$ cat config.mk
export PLATFORM = sky130hd
export DESIGN_NAME = hdxh_top
export DESIGN_NICKNAME = d
export VERILOG_FILES = /design/src/hw/hdxh_pkg.sv /design/src/hw/hdxh_top.sv
export SDC_FILE = /design/constraint.sdc
export NUM_CORES = 1
export LEC_CHECK = 0
export ABC_CLOCK_PERIOD_IN_PS = 4900
export BUFFER_PORTS_ARGS = -buffer_cell sky130_fd_sc_hd__buf_2
export CELL_PAD_IN_SITES_DETAIL_PLACEMENT = 0
export CELL_PAD_IN_SITES_GLOBAL_PLACEMENT = 1
export CORE_UTILIZATION = 42
export CTS_BUF_LIST = sky130_fd_sc_hd__clkbuf_8
export DETAILED_ROUTE_END_ITERATION = 8
export PLACE_DENSITY_LB_ADDON = 0.08
export SYNTH_ARGS = -nofsm -noshare
export SYNTH_HDL_FRONTEND = slang
export SYNTH_SLANG_ARGS = --single-unit
$ cat constraint.sdc
create_clock -name clk_sys -period 4.9 [get_ports clk_sys]
set_input_delay 0.245 -clock clk_sys [delete_from_list [all_inputs] [get_ports clk_sys]]
set_output_delay 0.245 -clock clk_sys [all_outputs]
set_load 0.01 [all_outputs]
$ cat src/hw/hdxh_pkg.sv
package hdxh_pkg;
    // host register addresses (octal)
    localparam logic [15:0] HDXH_CSR_ADDR   = 16'o177170;
    localparam logic [15:0] HDXH_DBR_ADDR   = 16'o177172;
    // control/status field positions
    localparam int          HDXH_BIT_GO     = 0;
    localparam int          HDXH_BIT_DONE   = 5;
    localparam int          HDXH_BIT_INTENB = 6;
    localparam int          HDXH_BIT_TREQ   = 7;
    localparam int          HDXH_BIT_INIT   = 14;
    localparam int          HDXH_BIT_ERR    = 15;
    // controller side: bit 7 enables transfer, bit 5 carries done
    localparam int          HDXH_ZBIT_XEN   = 7;
    localparam int          HDXH_ZBIT_DONE  = 5;
    // timing
    localparam int          HDXH_CLK_PS     = 4000;
    localparam int          HDXH_PULSE_NS   = 100;
    localparam int          HDXH_LOCK_NS    = 100;
    localparam int          HDXH_PULSE_CYC  = (HDXH_PULSE_NS * 1000) / HDXH_CLK_PS;
    localparam int          HDXH_LOCK_CYC   = (HDXH_LOCK_NS * 1000) / HDXH_CLK_PS;
    localparam logic [5:0]  HDXH_PULSE_LAST = 6'(HDXH_PULSE_CYC - 1);
    localparam logic [5:0]  HDXH_LOCK_LAST  = 6'(HDXH_LOCK_CYC - 1);
    // reset values
    localparam logic [7:0]  HDXH_DBR_RST    = 8'h00;
    localparam logic        HDXH_DONE_RST   = 1'b1;
    typedef enum logic [1:0] {HDXH_LK_OPEN, HDXH_LK_WAIT, HDXH_LK_SHUT} hdxh_lock_t;
endpackage

$ cat src/hw/hdxh_top.sv
`timescale 1ns/10ps
// Summary of operation
// - host access to data buffer clears transfer request
// - wait line asserted whenever transfer request is set
// - controller status write with bit 7 set sets transfer enable
// - with enable set, controller data access sets request and wait
// - host data access makes about 100 ns clear pulse releasing wait
// - transfer enable persists across transfers until cleared
// - controller status write with bit 7 clear clears transfer enable
// - forced init clears enable and request, resets controller
// - host status write also loads data into data buffer
// - host status write with bit 0 or 14 negates done
// - about 100 ns after done negated, block host status writes
// - controller status write with done set lifts lockout, sets done
// - host reset during write gate deferred until write ends
// - host registers decoded at octal 177170 and 177172
// - data buffer is eight bits, read and written by both
// - controller uses four strobes; reads drive 8-bit bus
module hdxh_top
    import hdxh_pkg::*;
(
    // clock and reset
    input  wire logic        clk_sys,
    input  wire logic        rst_b,
    // host bus
    input  wire logic [15:0] host_addr,
    input  wire logic        host_wr,
    input  wire logic        host_rd,
    input  wire logic [15:0] host_wdata,
    output logic      [15:0] host_rdata,
    input  wire logic        host_error,
    input  wire logic        host_init_req,
    // controller bus
    input  wire logic        ctrl_status_read_n,
    input  wire logic        ctrl_status_write_n,
    input  wire logic        ctrl_data_read_n,
    input  wire logic        ctrl_data_write_n,
    input  wire logic [7:0]  ctrl_wdata,
    output logic      [7:0]  ctrl_rdata,
    output logic             ctrl_rdata_oe_n,
    input  wire logic        write_gate,
    // status and control out
    output logic             transfer_request,
    output logic             ctrl_wait_n,
    output logic             ctrl_reset_n,
    output logic             xfer_enable,
    output logic             done
);
    import hdxh_pkg::*;

    logic [7:0]  dbr_ff,    nxt_dbr;
    logic        xen_ff,    nxt_xen;
    logic        treq_ff,   nxt_treq;
    logic        done_ff,   nxt_done;
    logic        intenb_ff, nxt_intenb;
    logic [4:1]  cmd_ff,    nxt_cmd;
    logic [5:0]  pcnt_ff,   nxt_pcnt;
    logic        pact_ff,   nxt_pact;
    logic [5:0]  lcnt_ff,   nxt_lcnt;
    hdxh_lock_t  lk_ff,     nxt_lk;
    logic        rstpend_ff, nxt_rstpend;
    logic        crst_ff,   nxt_crst;
    logic [15:0] hrd_ff,    nxt_hrd;
    logic [7:0]  crd_ff,    nxt_crd;
    logic        coe_ff,    nxt_coe;

    logic host_csr_sel;
    logic host_dbr_sel;
    logic host_csr_wr;
    logic host_dbr_acc;
    logic ctrl_swr;
    logic ctrl_dacc;
    logic clr_pulse;

    always_comb
    begin
        host_csr_sel = (host_addr == HDXH_CSR_ADDR);
        host_dbr_sel = (host_addr == HDXH_DBR_ADDR);
        // lockout shuts only the status write path, data buffer stays open
        host_csr_wr  = host_wr && host_csr_sel && (lk_ff != HDXH_LK_SHUT);
        host_dbr_acc = (host_wr || host_rd) && host_dbr_sel;
        ctrl_swr     = !ctrl_status_write_n;
        ctrl_dacc    = !ctrl_data_read_n || !ctrl_data_write_n;
        clr_pulse    = pact_ff || host_dbr_acc;
    end

    // data buffer, transfer flags, done and lockout
    always_comb
    begin
        nxt_dbr    = dbr_ff;
        nxt_xen    = xen_ff;
        nxt_treq   = treq_ff;
        nxt_done   = done_ff;
        nxt_intenb = intenb_ff;
        nxt_cmd    = cmd_ff;
        nxt_pcnt   = pcnt_ff;
        nxt_pact   = pact_ff;
        nxt_lcnt   = lcnt_ff;
        nxt_lk     = lk_ff;
        // host data buffer access starts the clear pulse
        if (host_dbr_acc)
        begin
            nxt_pact = 1'b1;
            nxt_pcnt = 6'h00;
        end
        else if (pact_ff)
        begin
            if (pcnt_ff == HDXH_PULSE_LAST)
                nxt_pact = 1'b0;
            nxt_pcnt = pcnt_ff + 6'h01;
        end
        if (host_wr && host_dbr_sel)
            nxt_dbr = host_wdata[7:0];
        if (!ctrl_data_write_n)
            nxt_dbr = ctrl_wdata;
        if (host_csr_wr)
        begin
            nxt_dbr    = host_wdata[7:0];
            nxt_intenb = host_wdata[HDXH_BIT_INTENB];
            nxt_cmd    = host_wdata[4:1];
        end
        if (ctrl_swr)
            nxt_xen = ctrl_wdata[HDXH_ZBIT_XEN];
        // pulse holds request clear even if the controller strobes again
        if (clr_pulse)
            nxt_treq = 1'b0;
        else if (xen_ff && ctrl_dacc)
            nxt_treq = 1'b1;
        // lockout sequence
        unique case (lk_ff)
            HDXH_LK_OPEN:
            begin
                if (host_csr_wr && (host_wdata[HDXH_BIT_GO] || host_wdata[HDXH_BIT_INIT]))
                begin
                    nxt_done = 1'b0;
                    nxt_lk   = HDXH_LK_WAIT;
                    nxt_lcnt = 6'h00;
                end
            end
            HDXH_LK_WAIT:
            begin
                nxt_lcnt = lcnt_ff + 6'h01;
                if (lcnt_ff == HDXH_LOCK_LAST)
                    nxt_lk = HDXH_LK_SHUT;
            end
            HDXH_LK_SHUT:
            begin
                nxt_lcnt = lcnt_ff;
            end
        endcase
        if (ctrl_swr && ctrl_wdata[HDXH_ZBIT_DONE])
        begin
            nxt_done = 1'b1;
            nxt_lk   = HDXH_LK_OPEN;
        end
    end

    always_ff @(posedge clk_sys or negedge rst_b)
    begin
        if (!rst_b)
        begin
            dbr_ff    <= HDXH_DBR_RST;
            done_ff   <= HDXH_DONE_RST;
            intenb_ff <= 1'b0;
            cmd_ff    <= 4'h0;
            pcnt_ff   <= 6'h00;
            pact_ff   <= 1'b0;
            lcnt_ff   <= 6'h00;
            lk_ff     <= HDXH_LK_OPEN;
        end
        else
        begin
            dbr_ff    <= nxt_dbr;
            done_ff   <= nxt_done;
            intenb_ff <= nxt_intenb;
            cmd_ff    <= nxt_cmd;
            pcnt_ff   <= nxt_pcnt;
            pact_ff   <= nxt_pact;
            lcnt_ff   <= nxt_lcnt;
            lk_ff     <= nxt_lk;
        end
    end

    // forced init clears them at the next edge, so the async reset stays constant-only
    always_ff @(posedge clk_sys or negedge rst_b)
    begin
        if (!rst_b)
        begin
            xen_ff  <= 1'b0;
            treq_ff <= 1'b0;
        end
        else if (host_init_req)
        begin
            xen_ff  <= 1'b0;
            treq_ff <= 1'b0;
        end
        else
        begin
            xen_ff  <= nxt_xen;
            treq_ff <= nxt_treq;
        end
    end

    // controller reset, held off while the drive writes
    always_comb
    begin
        nxt_rstpend = rstpend_ff || host_init_req;
        nxt_crst    = 1'b0;
        if (nxt_rstpend && !write_gate)
        begin
            nxt_crst    = 1'b1;
            nxt_rstpend = host_init_req;
        end
    end

    always_ff @(posedge clk_sys or negedge rst_b)
    begin
        if (!rst_b)
        begin
            rstpend_ff <= 1'b0;
            crst_ff    <= 1'b1;
        end
        else
        begin
            rstpend_ff <= nxt_rstpend;
            crst_ff    <= nxt_crst;
        end
    end

    // read data, registered one cycle after the strobe
    always_comb
    begin
        nxt_hrd = 16'h0000;
        nxt_crd = 8'h00;
        nxt_coe = 1'b1;
        if (host_rd && host_csr_sel)
        begin
            nxt_hrd[HDXH_BIT_DONE]   = done_ff;
            nxt_hrd[HDXH_BIT_INTENB] = intenb_ff;
            nxt_hrd[HDXH_BIT_TREQ]   = treq_ff;
            nxt_hrd[HDXH_BIT_ERR]    = host_error;
        end
        else if (host_rd && host_dbr_sel)
            nxt_hrd = {8'h00, dbr_ff};
        if (!ctrl_status_read_n)
        begin
            nxt_crd = {treq_ff, intenb_ff, done_ff, cmd_ff, 1'b0};
            nxt_coe = 1'b0;
        end
        else if (!ctrl_data_read_n)
        begin
            nxt_crd = dbr_ff;
            nxt_coe = 1'b0;
        end
    end

    always_ff @(posedge clk_sys or negedge rst_b)
    begin
        if (!rst_b)
        begin
            hrd_ff <= 16'h0000;
            crd_ff <= 8'h00;
            coe_ff <= 1'b1;
        end
        else
        begin
            hrd_ff <= nxt_hrd;
            crd_ff <= nxt_crd;
            coe_ff <= nxt_coe;
        end
    end

    always_comb
    begin
        host_rdata       = hrd_ff;
        ctrl_rdata       = crd_ff;
        ctrl_rdata_oe_n  = coe_ff;
        transfer_request = treq_ff;
        ctrl_wait_n      = !treq_ff;
        ctrl_reset_n     = !crst_ff;
        xfer_enable      = xen_ff;
        done             = done_ff;
    end
endmodule

==> results of run 1 <==
==> through the flow <==
stage / hold slack [ns] / util, %
after floorplan: -0.0506 / -
after global placement: 0.389 / 51.6
after detailed placement: 0.381 / 51.6
after CTS: 0.0549 / 53.5
after global routing: 0.0530 / 53.5
final: 0.0412 / 53.5
==> placed cells by master (no fill, tap or decap), types with 2 or more instances in the layout <==
master / netlist / layout
buf_2: 2 / 66
dfrtp_1: 48 / 48
nor2_1: 25 / 25
inv_1: 17 / 17
o21ai_0: 14 / 14
nand2_1: 13 / 13
nor2b_1: 7 / 7
conb_1: 1 / 7
and2_1: 6 / 6
xnor2_1: 6 / 6
mux2_2: 6 / 6
o221a_2: 6 / 6
clkbuf_8: 0 / 6
mux2i_1: 5 / 5
o32ai_1: 5 / 5
nand4_1: 4 / 4
ha_1: 4 / 4
nor3_1: 3 / 3
xor2_1: 3 / 3
nand2b_1: 3 / 3
a21oi_1: 3 / 3
dfstp_2: 3 / 3
or3_1: 2 / 2
a21o_1: 2 / 2
nand3_1: 2 / 2
==> how the worst max path moves through the flow <==
stage | start | to | slack, ns | depth (start not counted)
CTS | host_addr[0] | dbr_ff[6] | 2.61 | 5
finish | host_addr[0] | dbr_ff[6] | 2.62 | 5
global placement | host_addr[0] | dbr_ff[6] | 2.29 | 5
detailed placement | host_addr[0] | dbr_ff[6] | 2.29 | 5
floorplan | host_addr[0] | dbr_ff[6] | 2.72 | 5
global route | lk_ff[0] | lcnt_ff[5] | 2.43 | 4
==> sequential cells by signal (all words and copies together) (netlist names), 2 cells and up <==
signal,cells
cmd_ff,4
host_rdata,9
ctrl_rdata,8
pcnt_ff,6
lcnt_ff,6
lk_ff,2
dbr_ff,8
==> cells by family (layout without fill, tap and decap cells) <==
kind of cell / after synthesis / after routing
and+or+nand+nor: 76 / 76
DFF: 51 / 51
AOI/OAI and AO/OA: 34 / 34
buffers and inverters: 33 / 92
muxes: 12 / 12
xor gates and xnor gates: 9 / 9
adders and majority gates: 4 / 4
other: 1 / 7
==> report_power, final <==
part | leakage, uW | switching, uW | internal [uW]
sequential | 0.000607 | 9.04 | 435
combinational | 0.000757 | 39.6 | 33.3
clock | 0.0000474 | 141 | 115
==> per-layer routing <==
layer	routed length (um)	share of wire, %
met1	2290	47
met2	2250	47
met3	236	4.9
met4	50	1.0
met5	0	0
==> final cells by class <==
type                       count  area (um^2)  area share, %
clock inverter                 2         16.3          0.580
multi-input combinational    142          936           33.4
timing repair buffer          67          338           12.0
tap                           70         87.6           3.12
sequential                    51         1280           45.6
inverter                      17         63.8           2.28
clock buffer                   6         82.6           2.95
==> results.py, run 1 <==
metrics = {
    "run_status": {
        "status": "complete, no violations",
    },
    "clock_network": {
        "ctsHoldBuffers": 0,
        "postCtsSetupBuffers": 0,
        "tritoncts_clock_tree": "done",
        "clock_transition_at_path_regs_ns": 0.09,
        "clock_tree.buffer_depth": 2,
        "clk-insertion-delay-late_ns": 0.30,
        "clock_sinks": 51,
        "htreeDepth": 2,
        "numCtsBuffers": 5,
        "cts_resized": 0,
        "cts-root-buf": "clkbuf_8",
    },
    "grt": {
        "grt_pass1_wl_mm": 8.48,
        "grt_pass1_vias": 1753,
        "grt.met2_usage_pct": 29.0,
        "grt_max_degree": 52,
        "grtUsageMet1_pct": 26.0,
        "globalRouteTotalUtil_pct": 18.6,
        "grt_busiest_layer": "met2",
        "antenna_found_initial": 0,
        "grtUsageMet3_pct": 4.40,
        "globalRouteOverflowTotal": 0,
    },
    "sta": {
        "worst_slew_margin_rel_pct": 33.7,
        "maxSlewViolCount": 0,
        "postLayoutSetupSlackWorst_ns": 2.62,
        "period_share_pct": 46.5,
        "period_needed_ns": 2.28,
        "setup_tns_ns": 0,
        "hold_viol_final": 0,
        "worst_pin_slew_ns": 0.988,
        "setup-violations-final": 0,
        "worst_skew_ns": 0.00807,
        "max_frequency_ghz": 0.438,
        "rsz_0062_raised_after_global_routing": "no",
    },
    "yosys": {
        "synth_async_sr_flop_share_pct": 100,
        "synth_fa_ha_area_share_pct": 2.13,
        "dominant_combinational_cell_family_by_area_after_synthesis": "simple AND/OR/NAND/NOR gates",
        "synth.ff_latch_count": 51,
        "yosys.area_share.simple_pct": 17.0,
        "post_synth_inst_count": 220,
        "synth.largest_area_cell": "dfrtp_1",
        "muxShareOfSynthArea_pct": 5.65,
        "yosysMostFrequentCell": "dfrtp_1",
        "synth_enable_flop_cells": 0,
        "syn_area_mm2": 0.00235,
        "synth.top_cells.by_area": "dfrtp_1, nor2_1, dfstp_2, o21ai_0, mux2_2",
        "synthTopCellsByCount": "dfrtp_1, nor2_1, inv_1",
        "number_of_warnings_printed_during_yosys_synthesis": 0,
        "seq_area_frac_synth_pct": 54.6,
        "postSynthAreaPerCell_um2": 10.7,
        "yosysUniqueCellTypes": 42,
        "synth_xor_area_share_pct": 3.36,
        "synthDominantCellAreaShare_pct": 51.2,
        "synthesized_area_fraction_occupied_by_ao_oa_aoi_and_oai_cells_pct": 10.7,
        "synthFlopType": "dfrtp_1",
    },
    "place": {
        "dp_worst_setup_slack_ns": 2.29,
        "gp_congestion": 0.709,
        "placed_cell_area_mm2": 0.00271,
        "io_buffers": 66,
        "dp_hpwl_mm": 3.53,
        "dp_cells": 347,
    },
    "worst_setup_path": {
        "critical_path_class": "in2reg",
        "slowest_stage_cell_on_the_critical_path": "or4_1",
        "cp_cell_sequence": "buf_2, or4b_1, or3_1, or4_1, mux2_4",
        "critPathTopFamily": "simple AND/OR/NAND/NOR gates",
        "cp_slowest_stage_delay_ns": 0.75,
        "crit_path_start_kind": "input port",
        "worst_r2r_startpoint": "lk_ff[0]",
        "worstSetupEndpointType": "flop",
        "r2r_cells": 4,
        "rrSetupSlack_ns": 2.63,
        "worstPathArrival_ns": 2.47,
        "r2r-end": "lcnt_ff[4]",
        "worstPathMaxFanout": 12,
        "critical_path_buf_inv_count": 1,
        "worst_ep_required_time_ns": 5.09,
    },
    "floorplanning": {
        "die_area_mm2": 0.00589,
        "io-pin-count": 81,
        "die_height_um": 76.7,
        "core.rowCount": 26,
        "floorplan.initialDensity_pct": 44.8,
        "placeableCoreArea_mm2": 0.00524,
        "die-width_um": 76.7,
    },
    "pwr": {
        "p_leak_uw": 0.00141,
        "power.ir.vdd_worst_v": 0.0000997,
        "power_density_over_the_cells_mw_per_mm2": 276,
        "total_power_uw": 773,
    },
    "finish": {
        "flow.area_growth_from_synthesis_pct": 19.5,
        "ratio_of_cells_with_drive_above_1_in_the_final_layout_pct": 33.3,
        "n_fill_cell": 509,
        "design.final.nets": 339,
        "n_antenna_cell": 0,
        "layoutNonFillerInstCount": 355,
        "final_design_area_no_fill_mm2": 0.00280,
    },
    "flow_run": {
        "maxcap_viol_count": 0,
    },
    "detailed_routing": {
        "routed_wl_mm": 4.84,
        "drc_errors": 0,
        "detailedRoute.firstIterationViolations": 91,
        "drt_first_pass_iters": 4,
        "detail_routed_net_length_per_standard_cell_um": 13.6,
        "via_count": 1731,
        "viasPerCell": 4.88,
        "detail-route-antenna-nets": 0,
    },
    "worst_hold_path": {
        "min_path_type": "in2async",
    },
}
Note: power is estimated with default switching activity, not from simulation.
==> run 2: changes to the inputs <==
--- a/config.mk
+++ b/config.mk
@@ -5,11 +5,12 @@
 export SDC_FILE = /design/constraint.sdc
 export NUM_CORES = 1
 export LEC_CHECK = 0
-export ABC_CLOCK_PERIOD_IN_PS = 4900
+export ABC_AREA = 1
+export ABC_CLOCK_PERIOD_IN_PS = 2300
 export BUFFER_PORTS_ARGS = -buffer_cell sky130_fd_sc_hd__buf_2
 export CELL_PAD_IN_SITES_DETAIL_PLACEMENT = 0
 export CELL_PAD_IN_SITES_GLOBAL_PLACEMENT = 1
-export CORE_UTILIZATION = 42
+export CORE_UTILIZATION = 38
 export CTS_BUF_LIST = sky130_fd_sc_hd__clkbuf_8
 export DETAILED_ROUTE_END_ITERATION = 8
 export PLACE_DENSITY_LB_ADDON = 0.08
==> constraint.sdc (replaced) <==
create_clock -name clk_sys -period 2.3 [get_ports clk_sys]
set_input_delay 0.115 -clock clk_sys [delete_from_list [all_inputs] [get_ports clk_sys]]
set_output_delay 0.115 -clock clk_sys [all_outputs]
set_load 0.01 [all_outputs]
==> results.py, run 2 <==
metrics = {
    "floorplanning": {
        "die-width_um": 85.6,
        "die_area_mm2": 0.00734,
        "die_height_um": 85.6,
        "floorplan.initialDensity_pct": 39.1,
        "core.rowCount": 30,
        "placeableCoreArea_mm2": 0.00679,
        "io-pin-count": 81,
    },
    "sta": {
        "hold_viol_final": 0,
        "setup-violations-final": 0,
        "max_frequency_ghz": 0.668,
        "rsz_0062_raised_after_global_routing": "no",
        "setup_tns_ns": 0,
        "worst_skew_ns": 0.00680,
        "worst_pin_slew_ns": 0.636,
        "worst_slew_margin_rel_pct": 57.6,
        "maxSlewViolCount": 0,
        "period_needed_ns": 1.50,
        "period_share_pct": 65.1,
    },
    "clock_network": {
        "cts-root-buf": "clkbuf_8",
        "tritoncts_clock_tree": "done",
        "cts_resized": 0,
        "htreeDepth": 2,
        "postCtsSetupBuffers": 0,
        "clk-insertion-delay-late_ns": 0.31,
        "clock_transition_at_path_regs_ns": 0.10,
        "clock_tree.buffer_depth": 2,
        "numCtsBuffers": 5,
        "ctsHoldBuffers": 3,
        "clock_sinks": 51,
    },
    "worst_hold_path": {
        "min_path_type": "in2reg",
        "hold_path_cells": 2,
    },
    "finish": {
        "ratio_of_cells_with_drive_above_1_in_the_final_layout_pct": 26.6,
        "total_area_of_sequential_cells_mm2": 0.00128,
        "flow.area_growth_from_synthesis_pct": 20.2,
        "largest_register_ff_count": 9,
        "postLayoutCoreUtil_pct": 47.1,
        "most_common_cell_after_layout_fill_and_taps_aside": "nand2_1",
        "layout_common_cells": "nand2_1, buf_2, dfrtp_1, inv_1, nor2_1",
        "multi_input_area_mm2": 0.00112,
        "n_antenna_cell": 0,
        "n_fill_cell": 710,
        "design.final.nets": 453,
    },
    "detailed_routing": {
        "detailedRoute.firstIterationViolations": 74,
        "via_count": 2207,
        "drt_first_pass_iters": 4,
        "detail_routed_net_length_per_standard_cell_um": 11.7,
        "drc_errors": 0,
        "detail-route-antenna-nets": 0,
        "routed_wl_mm": 5.77,
        "viasPerCell": 4.46,
    },
    "grt": {
        "grt_busiest_layer": "met2",
        "antenna_found_initial": 0,
        "globalRouteTotalUtil_pct": 17.3,
        "grt_pass1_vias": 2123,
        "grt.met2_usage_pct": 27.9,
        "globalRouteOverflowTotal": 0,
        "grt_pass1_wl_mm": 9.80,
        "grt_max_degree": 52,
        "grtUsageMet3_pct": 2.98,
        "grtUsageMet1_pct": 23.2,
    },
    "pwr": {
        "p_leak_uw": 0.00180,
        "seqPwrFrac_pct": 50.6,
        "power.ir.vdd_worst_v": 0.000226,
        "switching_share_pct": 30.2,
        "pwr-share-comb_pct": 20.4,
        "power_density_over_the_cells_mw_per_mm2": 698,
        "switching_power_uw": 673,
        "p_int_uw": 1560,
        "power_frac_clock_pct": 29.0,
    },
    "yosys": {
        "dominant_combinational_cell_family_by_area_after_synthesis": "simple AND/OR/NAND/NOR gates",
        "seq_area_frac_synth_pct": 48.1,
        "synthTopCellsByCount": "nand2_1, dfrtp_1, inv_1",
        "syn_area_mm2": 0.00266,
        "synth.ff_latch_count": 51,
        "synth_async_sr_flop_share_pct": 100,
        "synth_fa_ha_area_share_pct": 1.88,
        "yosys.area_share.simple_pct": 32.3,
        "synthFlopType": "dfrtp_1",
        "synthDominantCellAreaShare_pct": 45.2,
        "number_of_warnings_printed_during_yosys_synthesis": 0,
        "synth.largest_area_cell": "dfrtp_1",
        "synthesized_area_fraction_occupied_by_ao_oa_aoi_and_oai_cells_pct": 5.22,
        "muxShareOfSynthArea_pct": 0,
        "synth_enable_flop_cells": 0,
        "synth.top_cells.by_area": "dfrtp_1, nand2_1, inv_1, nand3_1, nor2_1",
        "post_synth_inst_count": 327,
        "synth_xor_area_share_pct": 1.65,
        "yosysUniqueCellTypes": 34,
        "yosysMostFrequentCell": "nand2_1",
        "postSynthAreaPerCell_um2": 8.13,
    },
    "place": {
        "gp_congestion": 0.785,
        "dp_hpwl_mm": 4.33,
        "io_buffers": 66,
    },
    "worst_setup_path": {
        "worstSetupEndpointType": "flop",
        "worstPathMaxFanout": 22,
        "worstPathArrival_ns": 1.70,
        "crit_path_start_kind": "flop",
        "worst_ep_required_time_ns": 2.50,
        "r2r_cells": 7,
        "critical_path_class": "reg2reg",
    },
    "run_status": {
        "status": "complete, no violations",
    },
    "flow_run": {
        "maxcap_viol_count": 0,
    },
}
## run 2: cell type report
| cell class | count | share of cell area, % |
|---|---|---|
| Sequential cell | 51 | 40.0 |
| Clock buffer | 5 | 2.15 |
| Multi-Input combinational cell | 220 | 35.0 |
| Clock inverter | 3 | 1.49 |
| Inverter | 48 | 5.64 |
| Timing Repair Buffer | 72 | 12.0 |
| Tap cell | 96 | 3.76 |
## run 2: routing by layer
metal	wire [um]	part of all wire, %	up-vias
met5	0	0	-
met4	94	1.6	0
met3	224	3.9	10
met2	2550	44	57
met1	2900	50	988
li1	-	-	1152
## run 2: cells by family after synthesis
family | count (synthesis)
buffers and inverters | 62
other | 1
adder cells (fa/ha/maj) | 4
flip-flops | 51
XOR/XNOR | 5
AO/OA/AOI/OAI | 24
AND/OR/NAND/NOR | 180
## run 2: path summary, 6_finish.rpt
check / from / endpoint / slack, ns
setup / recovery: lk_ff[0] / dbr_ff[0] / 0.80
hold / removal: ctrl_status_write_n / xfer_enable / 0.01
setup reg to reg: lk_ff[0] / dbr_ff[0] / 0.80
hold reg to reg: cmd_ff[3] / cmd_ff[3] / 0.48
max in group asynchronous: rst_b / cmd_ff[4] / 1.44
min in group asynchronous: rst_b / pcnt_ff[0] / 0.43
## run 2: per-stage QoR
step	cells	cell area, um^2	total power, uW	setup WS, ns	hold WS, ns
after detailed placement	484	3050	1610	0.830	0.252
after floorplan	333	2680	1470	1.17	-0.181
after global routing	495	3200	2390	0.685	0.0119
after CTS	495	3200	2270	0.800	0.00624
final	495	3200	2230	0.803	0.0143
after global placement	484	3050	1600	0.848	0.243
## run 2: power by group through the flow
| stage | sequential [uW] | combinational (uW) | clock (uW) |
|---|---|---|---|
| 2_1_floorplan | 1130 | 342 | 0 |
| 3_3_place_gp | 1150 | 453 | 0 |
| 3_5_place_dp | 1150 | 461 | 0 |
| 4_1_cts | 1130 | 467 | 671 |
| 5_1_grt | 1150 | 539 | 705 |
| 6_report | 1130 | 456 | 646 |
## run 2: worst max-delay path, stage by stage, from the launching register on
cell and delay [ns]:
dfrtp_1 0.41, inv_2 0.15, a21oi_2 0.09, nand3_2 0.07, buf_4 0.25, nand3_2 0.22, nand2_1 0.13, nand2_1 0.06
